### src/imk_map.vh
// Constants for the interrupt mask logic: addresses, fields, reset values.
// Included by every design file of the block; definitions only.
`ifndef IMK_MAP_VH
`define IMK_MAP_VH

`define IMK_PRIMARY_ADDR    8'ha8
`define IMK_EXTENDED_ADDR   8'he6
`define IMK_PRIMARY_RESET   8'h00
`define IMK_EXTENDED_RESET  8'h00
`define IMK_EXTENDED_WMASK  8'h3f

// Primary register fields
`define IMK_GATE_BIT        7
`define IMK_SPARE_BIT       6
`define IMK_T2_BIT          5
`define IMK_SER_BIT         4
`define IMK_T1_BIT          3
`define IMK_EXT1_BIT        2
`define IMK_T0_BIT          1
`define IMK_EXT0_BIT        0

// Extended register fields
`define IMK_CMPR_BIT        5
`define IMK_CMPF_BIT        4
`define IMK_PCA_BIT         3
`define IMK_CONV_BIT        2
`define IMK_WIN_BIT         1
`define IMK_TWB_BIT         0

// Request vector order
`define IMK_NSRC            12
`define IMK_REQ_EXT0        0
`define IMK_REQ_T0          1
`define IMK_REQ_EXT1        2
`define IMK_REQ_T1          3
`define IMK_REQ_SER         4
`define IMK_REQ_T2          5
`define IMK_REQ_TWB         6
`define IMK_REQ_WIN         7
`define IMK_REQ_CONV        8
`define IMK_REQ_PCA         9
`define IMK_REQ_CMPF        10
`define IMK_REQ_CMPR        11

`endif

### src/imk_mask_reg.v
// One byte-wide mask register with whole-byte and single-bit writes.
// Assumes the core gives one-cycle strobes on clk; writable bits set by wmask.
`timescale 1ns/1ps
`default_nettype none
`include "imk_map.vh"

module imk_mask_reg #(
	parameter [7:0] reset_value = 8'h00,
	parameter [7:0] wmask       = 8'hff
) (
	input  wire       clk,
	input  wire       rstn,
	input  wire       ce,
	input  wire       wr_byte,
	input  wire       wr_bit,
	input  wire [2:0] bit_sel,
	input  wire       bit_val,
	input  wire [7:0] wdata,
	output reg  [7:0] value
);

	reg [7:0] next_value;

	// ----------------------------------------
	// Next value
	// ----------------------------------------
	always @* begin
		next_value = value;
		if (wr_byte) begin
			next_value = wdata & wmask;
		end else if (wr_bit) begin
			next_value[bit_sel] = bit_val & wmask[bit_sel];
		end
	end

	always @(posedge clk or negedge rstn) begin
		if (!rstn) begin
			value <= reset_value;
		end else if (ce) begin
			value <= next_value;
		end
	end

endmodule // imk_mask_reg

`default_nettype wire

### src/imk_req_gate.v
// Forwards each source flag to the core only under its mask and the gate.
// Assumes flags already come from the core clock domain.
`timescale 1ns/1ps
`default_nettype none
`include "imk_map.vh"

module imk_req_gate (
	input  wire                  gate,
	input  wire [`IMK_NSRC-1:0]  flags,
	input  wire [`IMK_NSRC-1:0]  masks,
	output wire [`IMK_NSRC-1:0]  req
);

	genvar i;
	generate
		for (i = 0; i < `IMK_NSRC; i = i + 1) begin : g_src
			assign req[i] = flags[i] & masks[i] & gate;
		end
	endgenerate

endmodule // imk_req_gate

`default_nettype wire

### src/imk_top.v
// Interrupt mask logic: primary and extended enable registers on the
// special-function bus, and the per-source request gating to the core.
// Assumes a synchronous special-function bus on clk and flags on clk.
//
// Summary of operation
// - Primary bit 7 gates all requests; zero blocks every source.
// - Primary bit 6 is a spare software flag with no effect.
// - Primary bit 5 passes timer 2 low or high overflow requests.
// - Primary bit 4 masks the serial port request.
// - Primary bit 3 masks the timer 1 overflow request.
// - Primary bit 2 masks the second external input request.
// - Primary bit 1 masks the timer 0 overflow request.
// - Primary bit 0 masks the first external input request.
// - Primary register at 0xa8, bit-addressable, resets to zero.
// - Extended bit 5 masks the comparator rising-edge request.
// - Extended bit 4 masks the comparator falling-edge request.
// - Extended bit 3 masks all counter array requests.
// - Extended bit 2 masks the conversion-done request.
// - Extended bit 1 masks the window-compare request.
// - Extended bit 0 masks all two-wire bus requests.
// - Window-compare flag stays readable while its mask is clear.
`timescale 1ns/1ps
`default_nettype none
`include "imk_map.vh"

module imk_top (
	input  wire        clk,
	input  wire        rstn,
	input  wire        ce,
	input  wire [7:0]  sfr_addr,
	input  wire        sfr_wr,
	input  wire [7:0]  sfr_wdata,
	input  wire        sfr_rd,
	output reg  [7:0]  sfr_rdata,
	output wire        sfr_hit,
	input  wire        sfr_bit_wr,
	input  wire [2:0]  sfr_bit_sel,
	input  wire        sfr_bit_val,
	input  wire        timer0_overflow_flag,
	input  wire        timer1_overflow_flag,
	input  wire        timer2_low_overflow_flag,
	input  wire        timer2_high_overflow_flag,
	input  wire        serial_port_flag,
	input  wire        first_external_request,
	input  wire        second_external_request,
	input  wire        comparator_rising_flag,
	input  wire        comparator_falling_flag,
	input  wire        counter_array_flag,
	input  wire        conversion_done_flag,
	input  wire        window_compare_flag,
	input  wire        two_wire_bus_flag,
	output wire        window_compare_status,
	output wire        spare_user_flag,
	output wire [11:0] irq_req,
	output wire        irq_any
);

	// ----------------------------------------
	// Address decode
	// ----------------------------------------
	function is_addr;
		input [7:0] a;
		input [7:0] target;
		begin
			is_addr = (a == target);
		end
	endfunction

	wire hit_pri = is_addr(sfr_addr, `IMK_PRIMARY_ADDR);
	wire hit_ext = is_addr(sfr_addr, `IMK_EXTENDED_ADDR);
	assign sfr_hit = hit_pri | hit_ext;

	wire [7:0] primary_irq_mask_reg;
	wire [7:0] extended_irq_mask_reg;

	// ----------------------------------------
	// Registers
	// ----------------------------------------
	// Bit writes only reach the primary one; the extended one is not bit-addressable
	imk_mask_reg #(
		.reset_value (`IMK_PRIMARY_RESET),
		.wmask       (8'hff)
	) u_primary (
		.clk     (clk),
		.rstn    (rstn),
		.ce      (ce),
		.wr_byte (sfr_wr & hit_pri),
		.wr_bit  (sfr_bit_wr & hit_pri),
		.bit_sel (sfr_bit_sel),
		.bit_val (sfr_bit_val),
		.wdata   (sfr_wdata),
		.value   (primary_irq_mask_reg)
	);

	imk_mask_reg #(
		.reset_value (`IMK_EXTENDED_RESET),
		.wmask       (`IMK_EXTENDED_WMASK)
	) u_extended (
		.clk     (clk),
		.rstn    (rstn),
		.ce      (ce),
		.wr_byte (sfr_wr & hit_ext),
		.wr_bit  (1'b0),
		.bit_sel (3'h0),
		.bit_val (1'b0),
		.wdata   (sfr_wdata),
		.value   (extended_irq_mask_reg)
	);

	// ----------------------------------------
	// Read path
	// ----------------------------------------
	// Registered so data comes from flops; unmapped reads return zero
	always @(posedge clk or negedge rstn) begin
		if (!rstn) begin
			sfr_rdata <= 8'h00;
		end else if (ce && sfr_rd) begin
			if (hit_pri) begin
				sfr_rdata <= primary_irq_mask_reg;
			end else if (hit_ext) begin
				sfr_rdata <= extended_irq_mask_reg;
			end else begin
				sfr_rdata <= 8'h00;
			end
		end
	end

	// ----------------------------------------
	// Fields
	// ----------------------------------------
	wire global_irq_gate         = primary_irq_mask_reg[`IMK_GATE_BIT];
	wire timer2_irq_mask         = primary_irq_mask_reg[`IMK_T2_BIT];
	wire serial_port_irq_mask    = primary_irq_mask_reg[`IMK_SER_BIT];
	wire timer1_irq_mask         = primary_irq_mask_reg[`IMK_T1_BIT];
	wire ext_input1_irq_mask     = primary_irq_mask_reg[`IMK_EXT1_BIT];
	wire timer0_irq_mask         = primary_irq_mask_reg[`IMK_T0_BIT];
	wire ext_input0_irq_mask     = primary_irq_mask_reg[`IMK_EXT0_BIT];
	wire comparator_rising_mask  = extended_irq_mask_reg[`IMK_CMPR_BIT];
	wire comparator_falling_mask = extended_irq_mask_reg[`IMK_CMPF_BIT];
	wire counter_array_irq_mask  = extended_irq_mask_reg[`IMK_PCA_BIT];
	wire conversion_done_mask    = extended_irq_mask_reg[`IMK_CONV_BIT];
	wire window_compare_mask     = extended_irq_mask_reg[`IMK_WIN_BIT];
	wire two_wire_bus_irq_mask   = extended_irq_mask_reg[`IMK_TWB_BIT];

	// Software-only flag, wired to nothing in the gating
	assign spare_user_flag = primary_irq_mask_reg[`IMK_SPARE_BIT];

	// Polling path independent of mask
	assign window_compare_status = window_compare_flag;

	// ----------------------------------------
	// Request gating
	// ----------------------------------------
	wire [`IMK_NSRC-1:0] flags;
	wire [`IMK_NSRC-1:0] masks;

	assign flags[`IMK_REQ_EXT0] = first_external_request;
	assign flags[`IMK_REQ_T0]   = timer0_overflow_flag;
	assign flags[`IMK_REQ_EXT1] = second_external_request;
	assign flags[`IMK_REQ_T1]   = timer1_overflow_flag;
	assign flags[`IMK_REQ_SER]  = serial_port_flag;
	assign flags[`IMK_REQ_T2]   = timer2_low_overflow_flag
		| timer2_high_overflow_flag;
	assign flags[`IMK_REQ_TWB]  = two_wire_bus_flag;
	assign flags[`IMK_REQ_WIN]  = window_compare_flag;
	assign flags[`IMK_REQ_CONV] = conversion_done_flag;
	assign flags[`IMK_REQ_PCA]  = counter_array_flag;
	assign flags[`IMK_REQ_CMPF] = comparator_falling_flag;
	assign flags[`IMK_REQ_CMPR] = comparator_rising_flag;

	assign masks[`IMK_REQ_EXT0] = ext_input0_irq_mask;
	assign masks[`IMK_REQ_T0]   = timer0_irq_mask;
	assign masks[`IMK_REQ_EXT1] = ext_input1_irq_mask;
	assign masks[`IMK_REQ_T1]   = timer1_irq_mask;
	assign masks[`IMK_REQ_SER]  = serial_port_irq_mask;
	assign masks[`IMK_REQ_T2]   = timer2_irq_mask;
	assign masks[`IMK_REQ_TWB]  = two_wire_bus_irq_mask;
	assign masks[`IMK_REQ_WIN]  = window_compare_mask;
	assign masks[`IMK_REQ_CONV] = conversion_done_mask;
	assign masks[`IMK_REQ_PCA]  = counter_array_irq_mask;
	assign masks[`IMK_REQ_CMPF] = comparator_falling_mask;
	assign masks[`IMK_REQ_CMPR] = comparator_rising_mask;

	// Combinational from register and flags: a mask written at edge N acts after N
	imk_req_gate u_gate (
		.gate  (global_irq_gate),
		.flags (flags),
		.masks (masks),
		.req   (irq_req)
	);

	assign irq_any = |irq_req;

endmodule // imk_top

`default_nettype wire

### config.mk
export PLATFORM = sky130hd
export DESIGN_NAME = imk_top
export DESIGN_NICKNAME = d
export VERILOG_FILES = /design/src/imk_mask_reg.v /design/src/imk_req_gate.v /design/src/imk_top.v
export VERILOG_INCLUDE_DIRS = /design/src /design/src/src
export SDC_FILE = /design/constraint.sdc
export NUM_CORES = 1
export LEC_CHECK = 0
export BUFFER_PORTS_ARGS = -buffer_cell sky130_fd_sc_hd__buf_2
export CAP_MARGIN = 20
export CORE_MARGIN = 5
export CORE_UTILIZATION = 46
export DETAILED_ROUTE_END_ITERATION = 10
export GPL_TIMING_DRIVEN = 0
export PLACE_DENSITY = 0.8
export SETUP_SLACK_MARGIN = 0.5
export SLEW_MARGIN = 20
export SYNTH_ARGS = -nofsm -noshare
export SYNTH_HDL_FRONTEND = slang
export SYNTH_SLANG_ARGS = --single-unit
### constraint.sdc
create_clock -name clk -period 1.5 [get_ports clk]
set_clock_uncertainty 0.1 [all_clocks]
set_input_delay 0.3 -clock clk [delete_from_list [all_inputs] [get_ports clk]]
set_output_delay 0.3 -clock clk [all_outputs]
set_load 0.005 [all_outputs]
# [After elaboration in Yosys (flattened, before gate mapping)]
# Memories as Yosys holds them, arrays and structs flattened.
# Cells that the tools add are included.
[word_totals] regBits=22 latchBits=0 ramBits=0 mem_bits_ro=8 in_bits=39 output_inout_bits=24 wordCells=52 memories=1
[op_classes] addsub=0 n_mul=0 div_mod_pow=0 magnitude_cmp=2 eq_ne=2 n_shift=0 n_mux=8 n_bitwise=30 reduce_logical=6
[memory_table] name="(no name shown)" words=8 word_bits=1 rd=1 rd_ports_with_merged_regs=0 wr=0 line_no="imk_mask_reg.v:32" source="next_value[bit_sel] = bit_val & wmask[bit_sel];"
[op_table] op="$and A1 B1 Y1" n=28
[op_table] op="$mux W8" n=3
[op_table] op="$eq A8 B8 Y1 const B" n=2
[op_table] op="$reduce_or A12 Y1" n=1
[op_table] op="$bwmux W8" n=1
[op_table] op="$mux W6" n=1
[op_table] op="$lt A3 B4 Y1 const B" n=1
[op_table] op="$reduce_and A2 Y1" n=2
[op_table] op="$demux W1 S3" n=1
[op_table] op="$ge A3 B1 Y1 const B" n=1
[op_table] op="$logic_and A1 B1 Y1" n=2
[op_table] op="$mux W1" n=2
[op_table] op="$or A1 B1 Y1" n=2
[op_table] op="$reduce_bool A2 Y1" n=1

# [Depth between registers and ports, before layout]
[logic_depth] ltp_word=7 depth_mapped=6 ltp_nobuf=4

# [Hierarchy]
# Synthesis repeated with hierarchy kept, for this count alone.
[unflattened] hier_cells=169 hier_area_um2=1695.4
[by_module_without_submodules] module="imk_mask_reg (u_primary)" n_inst=1 cells_each=59 area_per_inst_um2=571.8 seq_area_each_um2=200.2
[by_module_without_submodules] module="imk_mask_reg (u_extended)" n_inst=1 cells_each=54 area_per_inst_um2=553.0 seq_area_each_um2=200.2
[by_module_without_submodules] module="imk_top" n_inst=1 cells_each=43 area_per_inst_um2=485.5 seq_area_each_um2=200.2
[by_module_without_submodules] module="imk_req_gate" n_inst=1 cells_each=13 area_per_inst_um2=85.1 seq_area_each_um2=0.0

# [Worst setup path after synthesis]
# Ideal clock, no wire load.
[synth_timing] path_type="input to register" from="in sfr_addr[6]" to="reg u_primary.value[3]" setup_ns=0.125 arrival_ns=1.402 required_ns=1.275 path_slack_ns=-0.127 cell_stages=4 n_path_buf=0 path_cell_list="nor4b_4 o2111ai_2 nor2_1 mux2_2"
[synth_between] elab_chain_len=4 word_cells_on_any_way=6
[synth_lines] element="from (decl)" line_no="imk_top.v:30" source="input wire [7:0] sfr_addr,"
[synth_lines] element="$eq A8 B8 Y1 *" line_no="imk_top.v:65" source="is_addr = (a == target);"
[synth_lines] element="$and A1 B1 Y1 (on tied branches)" line_no="imk_top.v:88, imk_top.v:87"
[synth_lines] element="$reduce_bool A2 Y1 (no source line)"
[synth_lines] element="$reduce_and A2 Y1 (no source line)"
[synth_lines] element="to (signal assigned)" line_no="imk_mask_reg.v:38" source="value <= reset_value;"
[synth_lines] element="to (signal assigned)" line_no="imk_mask_reg.v:40" source="value <= next_value;"
[synth_lines] element="to (decl)" line_no="imk_mask_reg.v:19" source="output reg [7:0] value"
# Mark *: on every way between the ends. The rest lies on a longest branch, timed or not.
# A chain may end at the register's enable or synchronous reset.

# [Worst setup path after layout]
[layout_timing] from="reg u_primary.value[7]" to="out irq_any"
[layout_between] elab_chain_len=2 word_cells_on_any_way=13
[layout_lines] element="$and A1 B1 Y1" line_no="imk_req_gate.v:17" source="assign req[i] = flags[i] & masks[i] & gate;"
[layout_lines] element="$reduce_or A12 Y1 *" line_no="imk_top.v:192" source="assign irq_any = |irq_req;"
[layout_lines] element="to (decl)" line_no="imk_top.v:55" source="output wire irq_any"
# Marks and branches as above.

==> summary.md <==
| Metric | Value |
|---|---|
| Core area | `2734 um2` |
| Post-Synthesis Cell Area | `1308 um2` |
| Metal3 WL | `643 um` |
| IO Pins | `63` |
| Placer Congestion | `0.8858` |
| # setup viols final | `22` |
| Worst Hold Class | `in2reg` |
| Vias/cell | `6.509` |
| Starting DRT DRC Count | `138` |
| Post-Syn Area per Cell | `9.407 um2` |
| Least-Margin Pin Slew | `608.9 ps` |
| Worst reg2reg path depth | `4` |
| Relative slew slack | `59.22%` |
| Minimum clock period | `2063 ps` |
| Post-Synth Simple-Gate Area | `21.91%` |
| Net Sw Frac | `26.89%` |
| Total Wirelength | `6.384 mm` |
| CP Class | `reg2out` |
| Clock power share | `35.9%` |
| Sequential area share after synthesis | `42.11%` |
| Synthesis-to-finish area growth | `81.72%` |
| CTS tree | `yes` |
| CP required | `1100 ps` |
| Int Pwr | `0.0009889 W` |
| Buf/Inv on CP | `2` |
| Pwr/cell area | `569.3 nW/um2` |
| Initial antenna violation count | `0` |
| Overall routing resource usage | `26.26%` |
| IR drop worst, VDD | `0.0005184 V` |
| CP top delay family | `simple AND/OR/NAND/NOR gates` |
| Cell count along the critical path | `5` |
| Max Cap Viol | `0` |
| Antenna viol nets, final | `0` |
| Worst-Skew Late Latency | `330 ps` |
| Worst Setup Slack, final | `-562.6 ps` |
| Die Y | `63.32 um` |
| M1 WL | `2.263 mm` |
| CTS Root Cell | `clkbuf_4` |
| Critical path arrival | `1660 ps` |
| Met2 wire len | `3.110 mm` |
| Fin Setup TNS | `-3022 ps` |
| Slew Viols, Final | `0` |
| Post-Syn Instances | `139` |
| Failing checks | `negative setup slack` |
| Most common cell after layout, fill and taps aside | `buf_2` |
| Final HPWL DP | `3.055 mm` |
| PortBufs | `60` |
| Largest net degree at the start of global routing | `23` |
| CTS clk-pin slew, worst paths | `150 ps` |
| Pleak | `1.168 nW` |
| Synth Area in Adders | `0%` |
| Minimum hold slack | `113.1 ps` |
| CP cell instances | `buf_8, and3_4, nor4_4, nand3_1, buf_2` |
| DR pass1 iterations | `5` |
| Number of flops mapped to enable cells by yosys | `0` |
| Final-layout fill cell count | `114` |
| First-pass GRT wire length | `8.321 mm` |
| H-tree levels | `1` |
| Post-synthesis mux area share | `9.761%` |
| Footprint of the multi-input gates | `958.4 um2` |
| Max Fclk | `0.4848 GHz` |
| Num rows | `19` |
| Commonest non-fill, non-tap cells in the layout | `44 x buf_2, 22 x buf_4, 21 x buf_6, 21 x dfrtp_1, 13 x nand2_1` |
| CP max stage cell | `dfrtp_2` |
| Startpoint Class | `flip-flop` |
| Finished Cell Area | `2376 um2` |
| Number of synthesized register bits | `22` |
| CTS Buffer Depth | `2` |
| Hold depth | `2` |
| DRC errors left | `0` |
| Synth Warn # | `0` |
| Status | `complete, but fails checks` |
| Fin crit share | `137.5%` |
| Seq. cell area | `551.8 um2` |
| RSZ-0062 raised after global routing | `yes` |
| Sink Count | `22` |
| Highest metal layer with signal wires | `met4` |
| Gate power share | `18.5%` |
| Crit end category | `output port` |
| Ys async rst share | `100.0%` |
| DP Worst Slack | `-380.0 ps` |
| Die Wd | `63.32 um` |
| Register share of total power | `45.6%` |
| CTS Buf Count | `3` |
| Switch Pwr | `0.0003638 W` |
| Syn_nets | `178` |
| Hold Violations, Final | `0` |
| Fraction of final layout cells sized beyond drive strength 1 | `62.82%` |
| Full die area | `4009 um2` |
| Synth Area in Compound Gates | `21.82%` |
| ANT cells | `0` |
| Crit path max fanout | `8` |
| Initial Util | `47.83%` |
| DR vias | `1725` |
| Nets | `274` |
| Top_reg_cell synth | `dfrtp_1` |
| Dpl cell area | `1690 um2` |
| Wirelength per Cell | `24.09 um` |
| XOR/XNOR share of the synthesized area | `0%` |
| Distinct cells, synth | `35` |
| Grt ovf | `0` |
| Vias in the first global route | `1658` |
| Largest family of logic cells by synthesized area | `simple AND/OR/NAND/NOR gates` |
| Slowest Stage Delay on Critical Path | `480 ps` |
==> Yosys cell counts, types with 2 or more instances <==
master,n,area (um2)
dfrtp_1,22,550.5
o21ai_0,17,85.08
nand2_1,15,56.30
and3_1,11,68.82
clkbuf_1,6,22.52
mux2_2,6,67.56
mux2i_1,6,60.06
a21oi_1,5,25.02
nand3_1,5,25.02
nor2_1,5,18.77
a31oi_1,3,18.77
inv_1,3,11.26
nand2b_1,3,18.77
nor3_1,3,15.01
nor4_1,3,18.77
o21ba_2,3,30.03
o31ai_1,3,22.52
o22a_1,2,17.52
o2bb2a_1,2,20.02
==> what timing repair did <==
item | in CTS | in global routing
endpoints found under the hold margin | 22 | 0
setup endpoints to repair | 44 | 64
cloned | 0 | 1
setup buffers | 22 | 7
hold buffers | 1 | 0
pin swaps | 16 | 11
resized for setup | 57 | 27
==> per-layer routing <==
| layer | vias up | global-route usage, % |
|---|---|---|
| met5 | - | 0 |
| met4 | 0 | 11.17 |
| met3 | 36 | 5.329 |
| met2 | 154 | 46.15 |
| met1 | 822 | 30.69 |
| li1 | 713 | - |
==> worst paths after layout <==
kind / from / end / slack [ps]
max: u_primary.value[7]$_DFFE_PN0P_ / irq_any / -560
min: sfr_wdata[4] / u_extended.value[4]$_DFFE_PN0P_ / 110
max reg2reg: u_primary.value[7]$_DFFE_PN0P_ / u_primary.value[7]$_DFFE_PN0P_ / 330
min reg2reg: u_primary.value[4]$_DFFE_PN0P_ / u_primary.value[4]$_DFFE_PN0P_ / 510
max in group asynchronous: rstn / u_primary.value[7]$_DFFE_PN0P_ / 700
min in group asynchronous: rstn / sfr_rdata[1]$_DFFE_PN0P_ / 320
==> sequential cells by signal, summed over array words and instances (netlist names) <==
register	cells
sfr_rdata	8
u_primary.value	8
u_extended.value	6
==> through the flow <==
stage / power (W) / utilization [%] / std cells
floorplan: 0.0006969 / - / 139
global placement: 0.0007805 / 61.83 / 230
detailed placement: 0.0007886 / 61.83 / 230
CTS: 0.001296 / 79.68 / 257
global route: 0.001386 / 86.91 / 265
finish: 0.001353 / 86.91 / 265
==> worst register-to-register path: cells and delay by family (launching register included) <==
kind                   cells  cell delay, ps
buffers and inverters      2             290
AOI/OAI and AO/OA          2             170
DFF                        1             480
==> area by class of cell <==
class | count | area share (%)
multi-input combinational | 105 | 40.34
buffer | 9 | 2.844
tap | 31 | 1.632
clock buffer | 3 | 0.9479
timing repair buffer | 91 | 29.28
clock inverter | 1 | 1.264
inverter | 3 | 0.4739
sequential | 22 | 23.22
==> logic make-up (layout without fill, tap and decap cells) <==
kind of cell | count (synthesis) | in the layout
AND/OR/NAND/NOR | 51 | 51
AO/OA/AOI/OAI | 42 | 42
flip-flops | 22 | 22
multiplexers | 12 | 12
buffers and inverters | 12 | 107
==> power by group through the flow <==
stage	clock network, W	logic (W)	registers [W]
2_1_floorplan	0	0.0000770	0.000620
3_3_place_gp	0	0.000158	0.000623
3_5_place_dp	0	0.000165	0.000624
4_1_cts	0.000474	0.000209	0.000613
5_1_grt	0.000505	0.000263	0.000617
6_report	0.000486	0.000250	0.000616
Power figures use the tool's default switching activity.
